### config.mk
export PLATFORM = sky130hd
export DESIGN_NAME = instr_decoder
export DESIGN_NICKNAME = d
export VERILOG_FILES = /design/src/instr_decoder.v /design/src/file_reg_mem.v
export VERILOG_INCLUDE_DIRS = /design/src /design/src/src
export SDC_FILE = /design/constraint.sdc
export NUM_CORES = 2
export LEC_CHECK = 0
export BUFFER_PORTS_ARGS = -buffer_cell sky130_fd_sc_hd__buf_2
export CAP_MARGIN = 20
export CORE_ASPECT_RATIO = 0.75
export CORE_MARGIN = 2
export CORE_UTILIZATION = 50
export CTS_BUF_LIST = sky130_fd_sc_hd__clkbuf_4
export CTS_CLUSTER_SIZE = 12
export DETAILED_ROUTE_END_ITERATION = 6
export GPL_ROUTABILITY_DRIVEN = 0
export PLACE_DENSITY = 0.77
export SLEW_MARGIN = 10
export SYNTH_ARGS = -nofsm -noshare
export SYNTH_HDL_FRONTEND = slang
export SYNTH_SLANG_ARGS = --single-unit
### constraint.sdc
create_clock -name core_clk_in -period 16.3 [get_ports core_clk_in]
set_input_delay 3.26 -clock core_clk_in [delete_from_list [all_inputs] [get_ports core_clk_in]]
set_output_delay 3.26 -clock core_clk_in [all_outputs]
set_load 0.1 [all_outputs]
### src/instr_decoder_regs.vh
`ifndef INSTR_DECODER_REGS_VH
`define INSTR_DECODER_REGS_VH

// ----------------------------------------------------------------------------
// Word and field layout
// ----------------------------------------------------------------------------
`define IW_WIDTH        14
`define FADDR_WIDTH     7
`define FADDR_MAX       7'h7f
`define DATA_WIDTH      8
`define PC_WIDTH        11
`define GRP_MSB         13
`define GRP_LSB         12
`define OP_MSB          11
`define OP_LSB          8
`define DEST_BIT        7
`define BSEL_MSB        9
`define BSEL_LSB        7
`define K8_MSB          7
`define K11_MSB         10

// ----------------------------------------------------------------------------
// Group codes in the two top bits
// ----------------------------------------------------------------------------
`define GRP_BYTE        2'b00
`define GRP_BIT         2'b01
`define GRP_JUMP        2'b10
`define GRP_LIT         2'b11

// ----------------------------------------------------------------------------
// Control words, low seven bits when bits 13:7 are zero
// ----------------------------------------------------------------------------
`define CTL_RETURN      7'h08
`define CTL_RETFIE      7'h09
`define CTL_SLEEP       7'h63
`define CTL_CLRWDT      7'h64

// ----------------------------------------------------------------------------
// Timing
// ----------------------------------------------------------------------------
`define OSC_PER_INSTR   4
`define CORE_CLK_HZ     10000000
`define INSTR_CYCLE_NS  (`OSC_PER_INSTR * 1000000000 / `CORE_CLK_HZ)

// ----------------------------------------------------------------------------
// Register bus map (byte addresses) and fields
// ----------------------------------------------------------------------------
`define ADDR_CTRL       8'h00
`define ADDR_STATUS     8'h04
`define ADDR_WREG       8'h08
`define ADDR_PC         8'h0c
`define ADDR_INSTR      8'h10
`define ADDR_DECODE     8'h14
`define CTRL_RUN_BIT    0
`define CTRL_CLRF_BIT   1
`define CTRL_RESET      1'b1
`define PORT_ADDR_DEF   7'h05
`define TO_RESET        1'b1
`define POWERDOWN_RESET 1'b1

`endif

### src/instr_decoder.v
`timescale 1ns/1ps
`include "instr_decoder_regs.vh"
// Contract
// - Each instruction is one 14-bit word: opcode plus operand fields.
// - Every word falls in exactly one group: byte, bit, or literal/control.
// - Byte ops take the register from the address field, destination from d.
// - d equal 0 stores result in W; d equal 1 stores to the register.
// - Register address field is seven bits, range 0x00 to 0x7F.
// - Bit field picks one of eight bit positions in the register.
// - Literal field is an 8-bit or an 11-bit constant by instruction.
// - One instruction cycle lasts four clock periods.
// - One cycle per instruction; skips and jumps take two, second a no-op.
// - Register instructions read, modify, then store the result.
// - The register read happens even when the instruction only writes it.
// - Reading the port register clears the pin-change mismatch condition.
// - Don't-care bits are ignored; either value decodes the same.
module instr_decoder #(
   parameter       STACK_DEPTH = 8,
   parameter [6:0] PORT_ADDR   = `PORT_ADDR_DEF
) (
   input  wire        core_clk_in,
   input  wire        sys_rst_in,
   input  wire [13:0] instr_in,
   output reg  [10:0] pc_out,
   input  wire [7:0]  port_pins_in,
   output reg  [7:0]  port_latch_out,
   output reg         port_change_flag_out,
   output reg         instr_cycle_out,
   input  wire [7:0]  avs_address,
   input  wire        avs_read,
   input  wire        avs_write,
   input  wire [31:0] avs_writedata,
   input  wire [3:0]  avs_byteenable,
   output reg  [31:0] avs_readdata,
   output reg         avs_waitrequest
);
   localparam [3:0] PH_Q1 = 4'b0001;
   localparam [3:0] PH_Q2 = 4'b0010;
   localparam [3:0] PH_Q3 = 4'b0100;
   localparam [3:0] PH_Q4 = 4'b1000;
   localparam [2:0] CLS_BYTE = 3'b001;
   localparam [2:0] CLS_BIT  = 3'b010;
   localparam [2:0] CLS_LIT  = 3'b100;

   // -------------------------------------------------------------------------
   // Decode functions
   // -------------------------------------------------------------------------
   function [2:0] decode_class;
      input [13:0] iw;
      begin
         if (iw[13:12] == `GRP_BIT) begin
            decode_class = CLS_BIT;
         end else if (iw[13] || iw[11:7] == 5'h00) begin
            decode_class = CLS_LIT;
         end else begin
            decode_class = CLS_BYTE;
         end
      end
   endfunction

   function names_file;
      input [13:0] iw;
      begin
         names_file = (decode_class(iw) == CLS_BIT) ||
                      (decode_class(iw) == CLS_BYTE && !(iw[11:8] == 4'h1 && !iw[7]));
      end
   endfunction

   // -------------------------------------------------------------------------
   // State
   // -------------------------------------------------------------------------
   reg [3:0]  phase_q;
   reg [13:0] ir_q;
   reg        dummy_q;
   reg [10:0] pc_q;
   reg [7:0]  w_q;
   reg        c_q, dc_q, z_q;
   reg        to_q, powerdown_q;
   reg [7:0]  opnd_q;
   reg [7:0]  snap_q;
   reg        run_q;
   reg [2:0]  sp_q;
   reg [10:0] stack_q [0:STACK_DEPTH-1];
   reg [7:0]  res_q;
   reg        wr_f_q, wr_w_q, wr_flags_q, skip_q, jump_q, push_q, pop_q;
   reg        c_nq, dc_nq, z_nq, to_nq, powerdown_nq, wr_tp_q;
   reg [10:0] tgt_q;
   wire [7:0] mem_rdata;

   // -------------------------------------------------------------------------
   // Field extraction
   // -------------------------------------------------------------------------
   wire [2:0]  cls     = decode_class(ir_q);
   wire [1:0]  grp     = ir_q[`GRP_MSB:`GRP_LSB];
   wire [3:0]  op      = ir_q[`OP_MSB:`OP_LSB];
   wire [6:0]  faddr   = ir_q[`FADDR_WIDTH-1:0];
   wire        dest_f  = ir_q[`DEST_BIT];
   wire [2:0]  bsel    = ir_q[`BSEL_MSB:`BSEL_LSB];
   wire [7:0]  k8      = ir_q[`K8_MSB:0];
   wire [10:0] k11     = ir_q[`K11_MSB:0];
   wire [7:0]  bmask   = 8'h01 << bsel;
   wire        use_f   = names_file(ir_q) && !dummy_q;
   wire        port_rd = use_f && faddr == PORT_ADDR && phase_q == PH_Q2;

   // -------------------------------------------------------------------------
   // Arithmetic
   // -------------------------------------------------------------------------
   wire [7:0] src   = (grp == `GRP_LIT) ? k8 : opnd_q;
   wire [8:0] add_s = {1'b0, src} + {1'b0, w_q};
   wire [4:0] add_h = {1'b0, src[3:0]} + {1'b0, w_q[3:0]};
   wire [8:0] sub_s = {1'b0, src} + {1'b0, ~w_q} + 9'h001;
   wire [4:0] sub_h = {1'b0, src[3:0]} + {1'b0, ~w_q[3:0]} + 5'h01;
   wire [7:0] inc_v = opnd_q + 8'h01;
   wire [7:0] dec_v = opnd_q - 8'h01;

   reg [7:0]  res_d;
   reg        wr_f_d, wr_w_d, zf_d, cf_d, dcf_d, wz_d, wc_d, wdc_d;
   reg        skip_d, jump_d, push_d, pop_d, wtp_d, to_d, powerdown_d;
   reg [10:0] tgt_d;

   // -------------------------------------------------------------------------
   // Execute: operation per opcode
   // -------------------------------------------------------------------------
   always @* begin
      res_d  = 8'h00;
      wr_f_d = 1'b0;
      wr_w_d = 1'b0;
      wz_d   = 1'b0;
      wc_d   = 1'b0;
      wdc_d  = 1'b0;
      cf_d   = c_q;
      dcf_d  = dc_q;
      skip_d = 1'b0;
      jump_d = 1'b0;
      push_d = 1'b0;
      pop_d  = 1'b0;
      wtp_d  = 1'b0;
      to_d   = to_q;
      powerdown_d = powerdown_q;
      tgt_d  = k11;
      if (!dummy_q) begin
         case (grp)
            `GRP_BYTE: begin
               wr_f_d = dest_f;
               wr_w_d = !dest_f;
               wz_d   = 1'b1;
               case (op)
                  4'h0: begin
                     wz_d = 1'b0;
                     if (dest_f) begin
                        res_d = w_q;
                     end else begin
                        wr_w_d = 1'b0;
                        case (ir_q[6:0])
                           `CTL_RETURN, `CTL_RETFIE: begin
                              pop_d  = 1'b1;
                              jump_d = 1'b1;
                              tgt_d  = stack_q[sp_q - 3'd1];
                           end
                           `CTL_SLEEP: begin
                              wtp_d = 1'b1;
                              to_d  = 1'b1;
                              powerdown_d = 1'b0;
                           end
                           `CTL_CLRWDT: begin
                              wtp_d = 1'b1;
                              to_d  = 1'b1;
                              powerdown_d = 1'b1;
                           end
                           default: ;
                        endcase
                     end
                  end
                  4'h1: begin
                     res_d  = 8'h00;
                  end
                  4'h2: begin
                     res_d = sub_s[7:0];
                     wc_d  = 1'b1;
                     wdc_d = 1'b1;
                     cf_d  = sub_s[8];
                     dcf_d = sub_h[4];
                  end
                  4'h3: res_d = dec_v;
                  4'h4: res_d = opnd_q | w_q;
                  4'h5: res_d = opnd_q & w_q;
                  4'h6: res_d = opnd_q ^ w_q;
                  4'h7: begin
                     res_d = add_s[7:0];
                     wc_d  = 1'b1;
                     wdc_d = 1'b1;
                     cf_d  = add_s[8];
                     dcf_d = add_h[4];
                  end
                  4'h8: res_d = opnd_q;
                  4'h9: res_d = ~opnd_q;
                  4'ha: res_d = inc_v;
                  4'hb: begin
                     res_d  = dec_v;
                     wz_d   = 1'b0;
                     skip_d = (dec_v == 8'h00);
                  end
                  4'hc: begin
                     res_d = {c_q, opnd_q[7:1]};
                     wz_d  = 1'b0;
                     wc_d  = 1'b1;
                     cf_d  = opnd_q[0];
                  end
                  4'hd: begin
                     res_d = {opnd_q[6:0], c_q};
                     wz_d  = 1'b0;
                     wc_d  = 1'b1;
                     cf_d  = opnd_q[7];
                  end
                  4'he: begin
                     res_d = {opnd_q[3:0], opnd_q[7:4]};
                     wz_d  = 1'b0;
                  end
                  default: begin
                     res_d  = inc_v;
                     wz_d   = 1'b0;
                     skip_d = (inc_v == 8'h00);
                  end
               endcase
               if (op == 4'h1) begin
                  wr_f_d = dest_f;
                  wr_w_d = !dest_f;
               end
            end
            `GRP_BIT: begin
               case (op[3:2])
                  2'b00: begin
                     res_d  = opnd_q & ~bmask;
                     wr_f_d = 1'b1;
                  end
                  2'b01: begin
                     res_d  = opnd_q | bmask;
                     wr_f_d = 1'b1;
                  end
                  2'b10: skip_d = ((opnd_q & bmask) == 8'h00);
                  default: skip_d = ((opnd_q & bmask) != 8'h00);
               endcase
            end
            `GRP_JUMP: begin
               jump_d = 1'b1;
               push_d = !ir_q[11];
            end
            default: begin
               wr_w_d = 1'b1;
               case (op[3:2])
                  2'b00: res_d = k8;
                  2'b01: begin
                     res_d  = k8;
                     pop_d  = 1'b1;
                     jump_d = 1'b1;
                     tgt_d  = stack_q[sp_q - 3'd1];
                  end
                  2'b10: begin
                     wz_d = 1'b1;
                     case (op[1:0])
                        2'b00: res_d = k8 | w_q;
                        2'b01: res_d = k8 & w_q;
                        2'b10: res_d = k8 ^ w_q;
                        default: begin
                           wr_w_d = 1'b0;
                           wz_d   = 1'b0;
                        end
                     endcase
                  end
                  default: begin
                     wz_d  = 1'b1;
                     wc_d  = 1'b1;
                     wdc_d = 1'b1;
                     res_d = op[1] ? add_s[7:0] : sub_s[7:0];
                     cf_d  = op[1] ? add_s[8] : sub_s[8];
                     dcf_d = op[1] ? add_h[4] : sub_h[4];
                  end
               endcase
            end
         endcase
      end
      zf_d = wz_d ? (res_d == 8'h00) : z_q;
   end

   // -------------------------------------------------------------------------
   // File register storage
   // -------------------------------------------------------------------------
   wire wr_mem = phase_q == PH_Q4 && wr_f_q && faddr != PORT_ADDR;

   file_reg_mem #(
      .AW (`FADDR_WIDTH),
      .DW (`DATA_WIDTH)
   ) u_mem (
      .clk_in    (core_clk_in),
      .raddr_in  (faddr),
      .rdata_out (mem_rdata),
      .we_in     (wr_mem),
      .waddr_in  (faddr),
      .wdata_in  (res_q)
   );

   // -------------------------------------------------------------------------
   // Instruction cycle sequencing
   // -------------------------------------------------------------------------
   integer i;
   always @(posedge core_clk_in or posedge sys_rst_in) begin
      if (sys_rst_in) begin
         phase_q         <= PH_Q1;
         instr_cycle_out <= 1'b0;
         ir_q            <= 14'h0000;
         dummy_q         <= 1'b1;
         pc_q            <= 11'h000;
         pc_out          <= 11'h000;
         w_q             <= 8'h00;
         c_q             <= 1'b0;
         dc_q            <= 1'b0;
         z_q             <= 1'b0;
         to_q            <= `TO_RESET;
         powerdown_q     <= `POWERDOWN_RESET;
         opnd_q          <= 8'h00;
         snap_q          <= 8'h00;
         port_latch_out  <= 8'h00;
         sp_q            <= 3'd0;
         res_q           <= 8'h00;
         wr_f_q          <= 1'b0;
         wr_w_q          <= 1'b0;
         wr_flags_q      <= 1'b0;
         skip_q          <= 1'b0;
         jump_q          <= 1'b0;
         push_q          <= 1'b0;
         pop_q           <= 1'b0;
         c_nq            <= 1'b0;
         dc_nq           <= 1'b0;
         z_nq            <= 1'b0;
         to_nq           <= 1'b0;
         powerdown_nq    <= 1'b0;
         wr_tp_q         <= 1'b0;
         tgt_q           <= 11'h000;
         for (i = 0; i < STACK_DEPTH; i = i + 1) begin
            stack_q[i] <= 11'h000;
         end
      end else begin
         instr_cycle_out <= 1'b0;
         case (phase_q)
            PH_Q1: begin
               if (run_q) begin
                  phase_q <= PH_Q2;
               end
            end
            PH_Q2: begin
               phase_q <= PH_Q3;
               opnd_q  <= (faddr == PORT_ADDR) ? port_pins_in : mem_rdata;
               if (port_rd) begin
                  snap_q <= port_pins_in;
               end
            end
            PH_Q3: begin
               phase_q    <= PH_Q4;
               res_q      <= res_d;
               wr_f_q     <= wr_f_d;
               wr_w_q     <= wr_w_d;
               wr_flags_q <= !dummy_q;
               skip_q     <= skip_d;
               jump_q     <= jump_d;
               push_q     <= push_d;
               pop_q      <= pop_d;
               tgt_q      <= tgt_d;
               c_nq       <= wc_d ? cf_d : c_q;
               dc_nq      <= wdc_d ? dcf_d : dc_q;
               z_nq       <= zf_d;
               to_nq      <= to_d;
               powerdown_nq <= powerdown_d;
               wr_tp_q    <= wtp_d;
            end
            PH_Q4: begin
               phase_q         <= PH_Q1;
               instr_cycle_out <= 1'b1;
               if (wr_w_q) begin
                  w_q <= res_q;
               end
               if (wr_f_q && faddr == PORT_ADDR) begin
                  port_latch_out <= res_q;
               end
               if (wr_flags_q) begin
                  c_q  <= c_nq;
                  dc_q <= dc_nq;
                  z_q  <= z_nq;
               end
               if (wr_tp_q) begin
                  to_q <= to_nq;
                  powerdown_q <= powerdown_nq;
               end
               if (push_q) begin
                  stack_q[sp_q] <= pc_q;
                  sp_q          <= sp_q + 3'd1;
               end else if (pop_q) begin
                  sp_q <= sp_q - 3'd1;
               end
               ir_q    <= instr_in;
               dummy_q <= jump_q || skip_q;
               if (jump_q) begin
                  pc_q   <= tgt_q;
                  pc_out <= tgt_q;
               end else begin
                  pc_q   <= pc_out + 11'h001;
                  pc_out <= pc_out + 11'h001;
               end
               wr_f_q  <= 1'b0;
               wr_w_q  <= 1'b0;
               jump_q  <= 1'b0;
               skip_q  <= 1'b0;
               push_q  <= 1'b0;
               pop_q   <= 1'b0;
               wr_tp_q <= 1'b0;
            end
            default: phase_q <= PH_Q1;
         endcase
      end
   end

   // -------------------------------------------------------------------------
   // Pin change flag, set wins over software clear
   // -------------------------------------------------------------------------
   wire req      = avs_read || avs_write;
   wire wr_fire  = avs_write && !avs_waitrequest;
   wire ctrl_wr  = wr_fire && avs_address == `ADDR_CTRL && avs_byteenable[0];
   wire sw_clr   = ctrl_wr && avs_writedata[`CTRL_CLRF_BIT];
   wire mismatch = port_pins_in != snap_q;

   always @(posedge core_clk_in or posedge sys_rst_in) begin
      if (sys_rst_in) begin
         port_change_flag_out <= 1'b0;
      end else begin
         port_change_flag_out <= mismatch || (port_change_flag_out && !sw_clr);
      end
   end

   // -------------------------------------------------------------------------
   // Register bus slave
   // -------------------------------------------------------------------------
   reg [31:0] rd_mux;
   always @* begin
      rd_mux = 32'h0000_0000;
      case (avs_address)
         `ADDR_CTRL:   rd_mux = {31'h0, run_q};
         `ADDR_STATUS: rd_mux = {24'h0, port_change_flag_out, to_q, powerdown_q,
                                 dummy_q, 1'b0, dc_q, c_q, z_q};
         `ADDR_WREG:   rd_mux = {24'h0, w_q};
         `ADDR_PC:     rd_mux = {21'h0, pc_q};
         `ADDR_INSTR:  rd_mux = {13'h0, cls, 2'b00, ir_q};
         `ADDR_DECODE: rd_mux = {5'h0, k11, 5'h0, bsel, dest_f, faddr};
         default:      rd_mux = 32'h0000_0000;
      endcase
   end

   always @(posedge core_clk_in or posedge sys_rst_in) begin
      if (sys_rst_in) begin
         avs_waitrequest <= 1'b1;
         avs_readdata    <= 32'h0000_0000;
         run_q           <= `CTRL_RESET;
      end else begin
         if (req && avs_waitrequest) begin
            avs_waitrequest <= 1'b0;
            avs_readdata    <= avs_read ? rd_mux : 32'h0000_0000;
         end else begin
            avs_waitrequest <= 1'b1;
         end
         if (ctrl_wr) begin
            run_q <= avs_writedata[`CTRL_RUN_BIT];
         end
      end
   end
endmodule // instr_decoder

### src/file_reg_mem.v
`timescale 1ns/1ps
// ----------------------------------------------------------------------------
// File register storage, registered read port
// ----------------------------------------------------------------------------
module file_reg_mem #(
   parameter AW = 7,
   parameter DW = 8
) (
   input  wire          clk_in,
   input  wire [AW-1:0] raddr_in,
   output reg  [DW-1:0] rdata_out,
   input  wire          we_in,
   input  wire [AW-1:0] waddr_in,
   input  wire [DW-1:0] wdata_in
);
   reg [DW-1:0] mem_q [0:(1<<AW)-1];

   always @(posedge clk_in) begin
      if (we_in) begin
         mem_q[waddr_in] <= wdata_in;
      end
      rdata_out <= mem_q[raddr_in];
   end
endmodule // file_reg_mem

==> flow_summary_export.csv <==
group,metric,value,unit
sta,fin_crit_sh,35.6,%
floorplanning,ioPinCount,124,
worst_setup_path,crit_path_max_fanout,17,
synth,ys_seq_area_share,68.1,%
routing,drt_first_pass_iters,7,
finish,n_fill_cell,7944,
routing,drt-wirelength-per-cell,26.6,µm
global_routing,first_global_vias,30500,
worst_setup_path,critical_path_arrival,2550,ps
clock_network,post_cts_buffers,0,
clock_network,htreeDepth,5,
clock_network,cts_max_path_buffers,4,
worst_setup_path,cpPeakStageDelay,820,ps
power_and_ir_drop,power_frac_comb,0.6,%
place,io_buffers,83,
synth,synthArstFlopShare,17.5,%
floorplanning,die-height,287,µm
worst_setup_path,cp-start-kind,"register",
routing,wl,132000,µm
finish,multiInputGateArea,16000,µm²
worst_setup_path,crit_path_end_kind,"output port",
global_routing,grt.overflow.total,0,
clock_network,cts_resized,0,
power_and_ir_drop,pwr-share-seq,57.8,%
power_and_ir_drop,vdd_ir_drop_max,50.3,µV
worst_setup_path,slowest_stage,"dfrtp_1",
clock_network,clk_latency,1220,ps
synth,synth.area.top_cells,"edfxtp_1, mux4_2, dfrtp_1",
sta,hold_viol,0,
synth,yosys_register_bits,1251,
synth,synth_largest_area_cell,"edfxtp_1",
power_and_ir_drop,power.leakage,0.0234,µW
global_routing,grt_start_max_net_pins,110,
floorplanning,start_util,50.6,%
synth,synth_edf_count,1024,
global_routing,antenna_found_initial,8,
clock_network,hold_buffers,0,
global_routing,grt.met1_usage,35.4,%
job,drv_cap,0,
floorplanning,fp-row-count,103,
clock_network,clkTransAtPathRegs,60,ps
finish,layout-drive-gt1-share,31.5,%
synth,syn_avg_cell_area,17.3,µm²
synth,netlist_top_cells_count,"edfxtp_1, mux4_2, dfrtp_1, nor2_1, nand2_1",
power_and_ir_drop,switching_share,20.7,%
worst_hold_path,hold_path_class,"reg2reg",
finish,area_growth,10.1,%
synth,ys_types,79,
sta,worst_pin_slew,1120,ps
finish,final_area,58800,µm²
worst_setup_path,cp_data_required_time,13040,ps
global_routing,grt_usage,24.0,%
synth,synth_most_common_cell,"edfxtp_1",
global_routing,grt_util_met3,7.58,%
synth,netlist_area,53400,µm²
synth,synth_top_cell_area_share,57.5,%
sta,period_minus_slack,5810,ps
routing,drtIter0Drc,5084,
floorplanning,die-area,110000,µm²
worst_setup_path,critical_path_buf_inv_count,1,
routing,drc,7,
clock_network,tritoncts,"built",
global_routing,grt_most_used_layer,"met1",
synth,ys.flop_type,"edfxtp_1",
sta,maxSlewViolCount,0,
sta,setup_viol,0,
global_routing,grt_pass1_wl,196000,µm
finish,register_area,36400,µm²
clock_network,cts_buffers,300,
worst_setup_path,path_cells,"buf_2",
sta,relSlewSlack,25.4,%
power_and_ir_drop,p_int,4690,µW
sta,worst_slack,10490,ps
finish,fin_nets,3471,
floorplanning,die_x,382,µm
sta,maxClockFrequency,172,MHz
power_and_ir_drop,p_switching,1220,µW
status,run_status,"finished with violations",
worst_setup_path,worstSetupPathType,"reg2out",
place,post_dp_cell_area,55200,µm²
global_routing,met2_usage,33.5,%
place,post-dp-hpwl,79700,µm
synth,synthCells,3098,
status,violations,"design-rule violations",
synth,yosysWarnings,0,
power_and_ir_drop,p_per_area,100,nW/µm²
clock_network,cts_num_sinks,1251,
routing,via_per_inst,6.32,
sta,tns,0,ps
sta,worst_clock_skew,136,ps
routing,postRouteAntennaNets,0,
routing,via_count,31300,
power_and_ir_drop,power_frac_clock,41.6,%
clock_network,clockRootBuffer,"clkbuf_4",
worst_setup_path,cp_top_family,"flip-flops",
sta,grt_setup_unrepaired,"no",
place,pre_cts_slack,10690,ps
floorplanning,coreArea,106000,µm²
-- flip-flops by register name, indices dropped and copies added, names as in the netlist, 11 cells and up --
name / count
avs_readdata: 25
tgt_q: 11
ir_q: 14
stack_q: 88
u_mem.mem_q: 1024
pc_q: 11
-- stage by stage --
step | hold slack, ps | cells | utilization (%) | total power (µW)
2_1_floorplan | 445 | 3112 | - | 3510
3_3_place_gp | 458 | 4451 | 52.3 | 3520
3_5_place_dp | 467 | 4451 | 52.3 | 3520
4_1_cts | 482 | 4937 | 55.6 | 5950
5_1_grt | 499 | 4946 | 55.7 | 6120
6_report | 481 | 4947 | 55.7 | 5910
-- path summary, 6_finish.rpt --
kind | startpoint | endpoint | slack (ps) | cells past startpoint
worst max-delay path | pc_q[2] | pc_out[2] | 10490 | 1
worst min-delay path | tgt_q[2] | tgt_q[2] | 480 | 2
worst max register to register | ir_q[13] | c_nq | 11300 | 14
worst min register to register | tgt_q[2] | tgt_q[2] | 480 | 2
max in group asynchronous | sys_rst_in | ir_q[10] | 11970 | 4
min in group asynchronous | sys_rst_in | res_q[7] | 2240 | 2
-- layer usage --
metal / up-vias / part of all wire, %
met5: - / 0.087
met1: 15900 / 40
met2: 2110 / 44
met4: 6 / 3.1
met3: 316 / 13
li1: 13000 / -
-- layout make-up --
| class | count | share of cell area, % |
|---|---|---|
| multi-input cells | 1599 | 27.2 |
| clock buffers | 443 | 5.65 |
| well taps | 1417 | 3.01 |
| clock inverters | 43 | 0.370 |
| diodes | 9 | 0.0383 |
| inverters | 50 | 0.336 |
| repair buffers | 135 | 1.42 |
| flip-flops and latches | 1251 | 61.9 |
-- cell families after synthesis --
kind of cell,share of synthesized area [%]
muxes,17.9
DFF,68.1
buffers and inverters,2.05
xor gates and xnor gates,0.590
other,0.00702
AOI/OAI and AO/OA,4.50
adders and majority gates,1.53
and+or+nand+nor,5.28
-- cell usage in the layout (no fill, tap or decap), drive strengths merged, types with 15 or more instances in the layout --
cell,n
mux2i,23
nor3,26
clkinv,39
and3,20
mux2,121
nand3,38
ha,62
nor2b,19
nand2,184
xnor2,25
conb,15
inv,52
a21oi,99
clkbuf,443
edfxtp,1024
dfrtp,213
a22o,19
nor2,209
mux4,355
o21ai,127
nand2b,16
buf,135
nor4,15
-- power groups by stage --
stage | combinational, µW | clock (µW) | sequential (µW)
2_1_floorplan | 24.1 | 0 | 3490
3_3_place_gp | 37.3 | 0 | 3490
4_1_cts | 37.8 | 2500 | 3420
6_report | 37.4 | 2460 | 3420
3_5_place_dp | 37.6 | 0 | 3490
5_1_grt | 41.2 | 2660 | 3410
(Power assumes the default switching activity.)
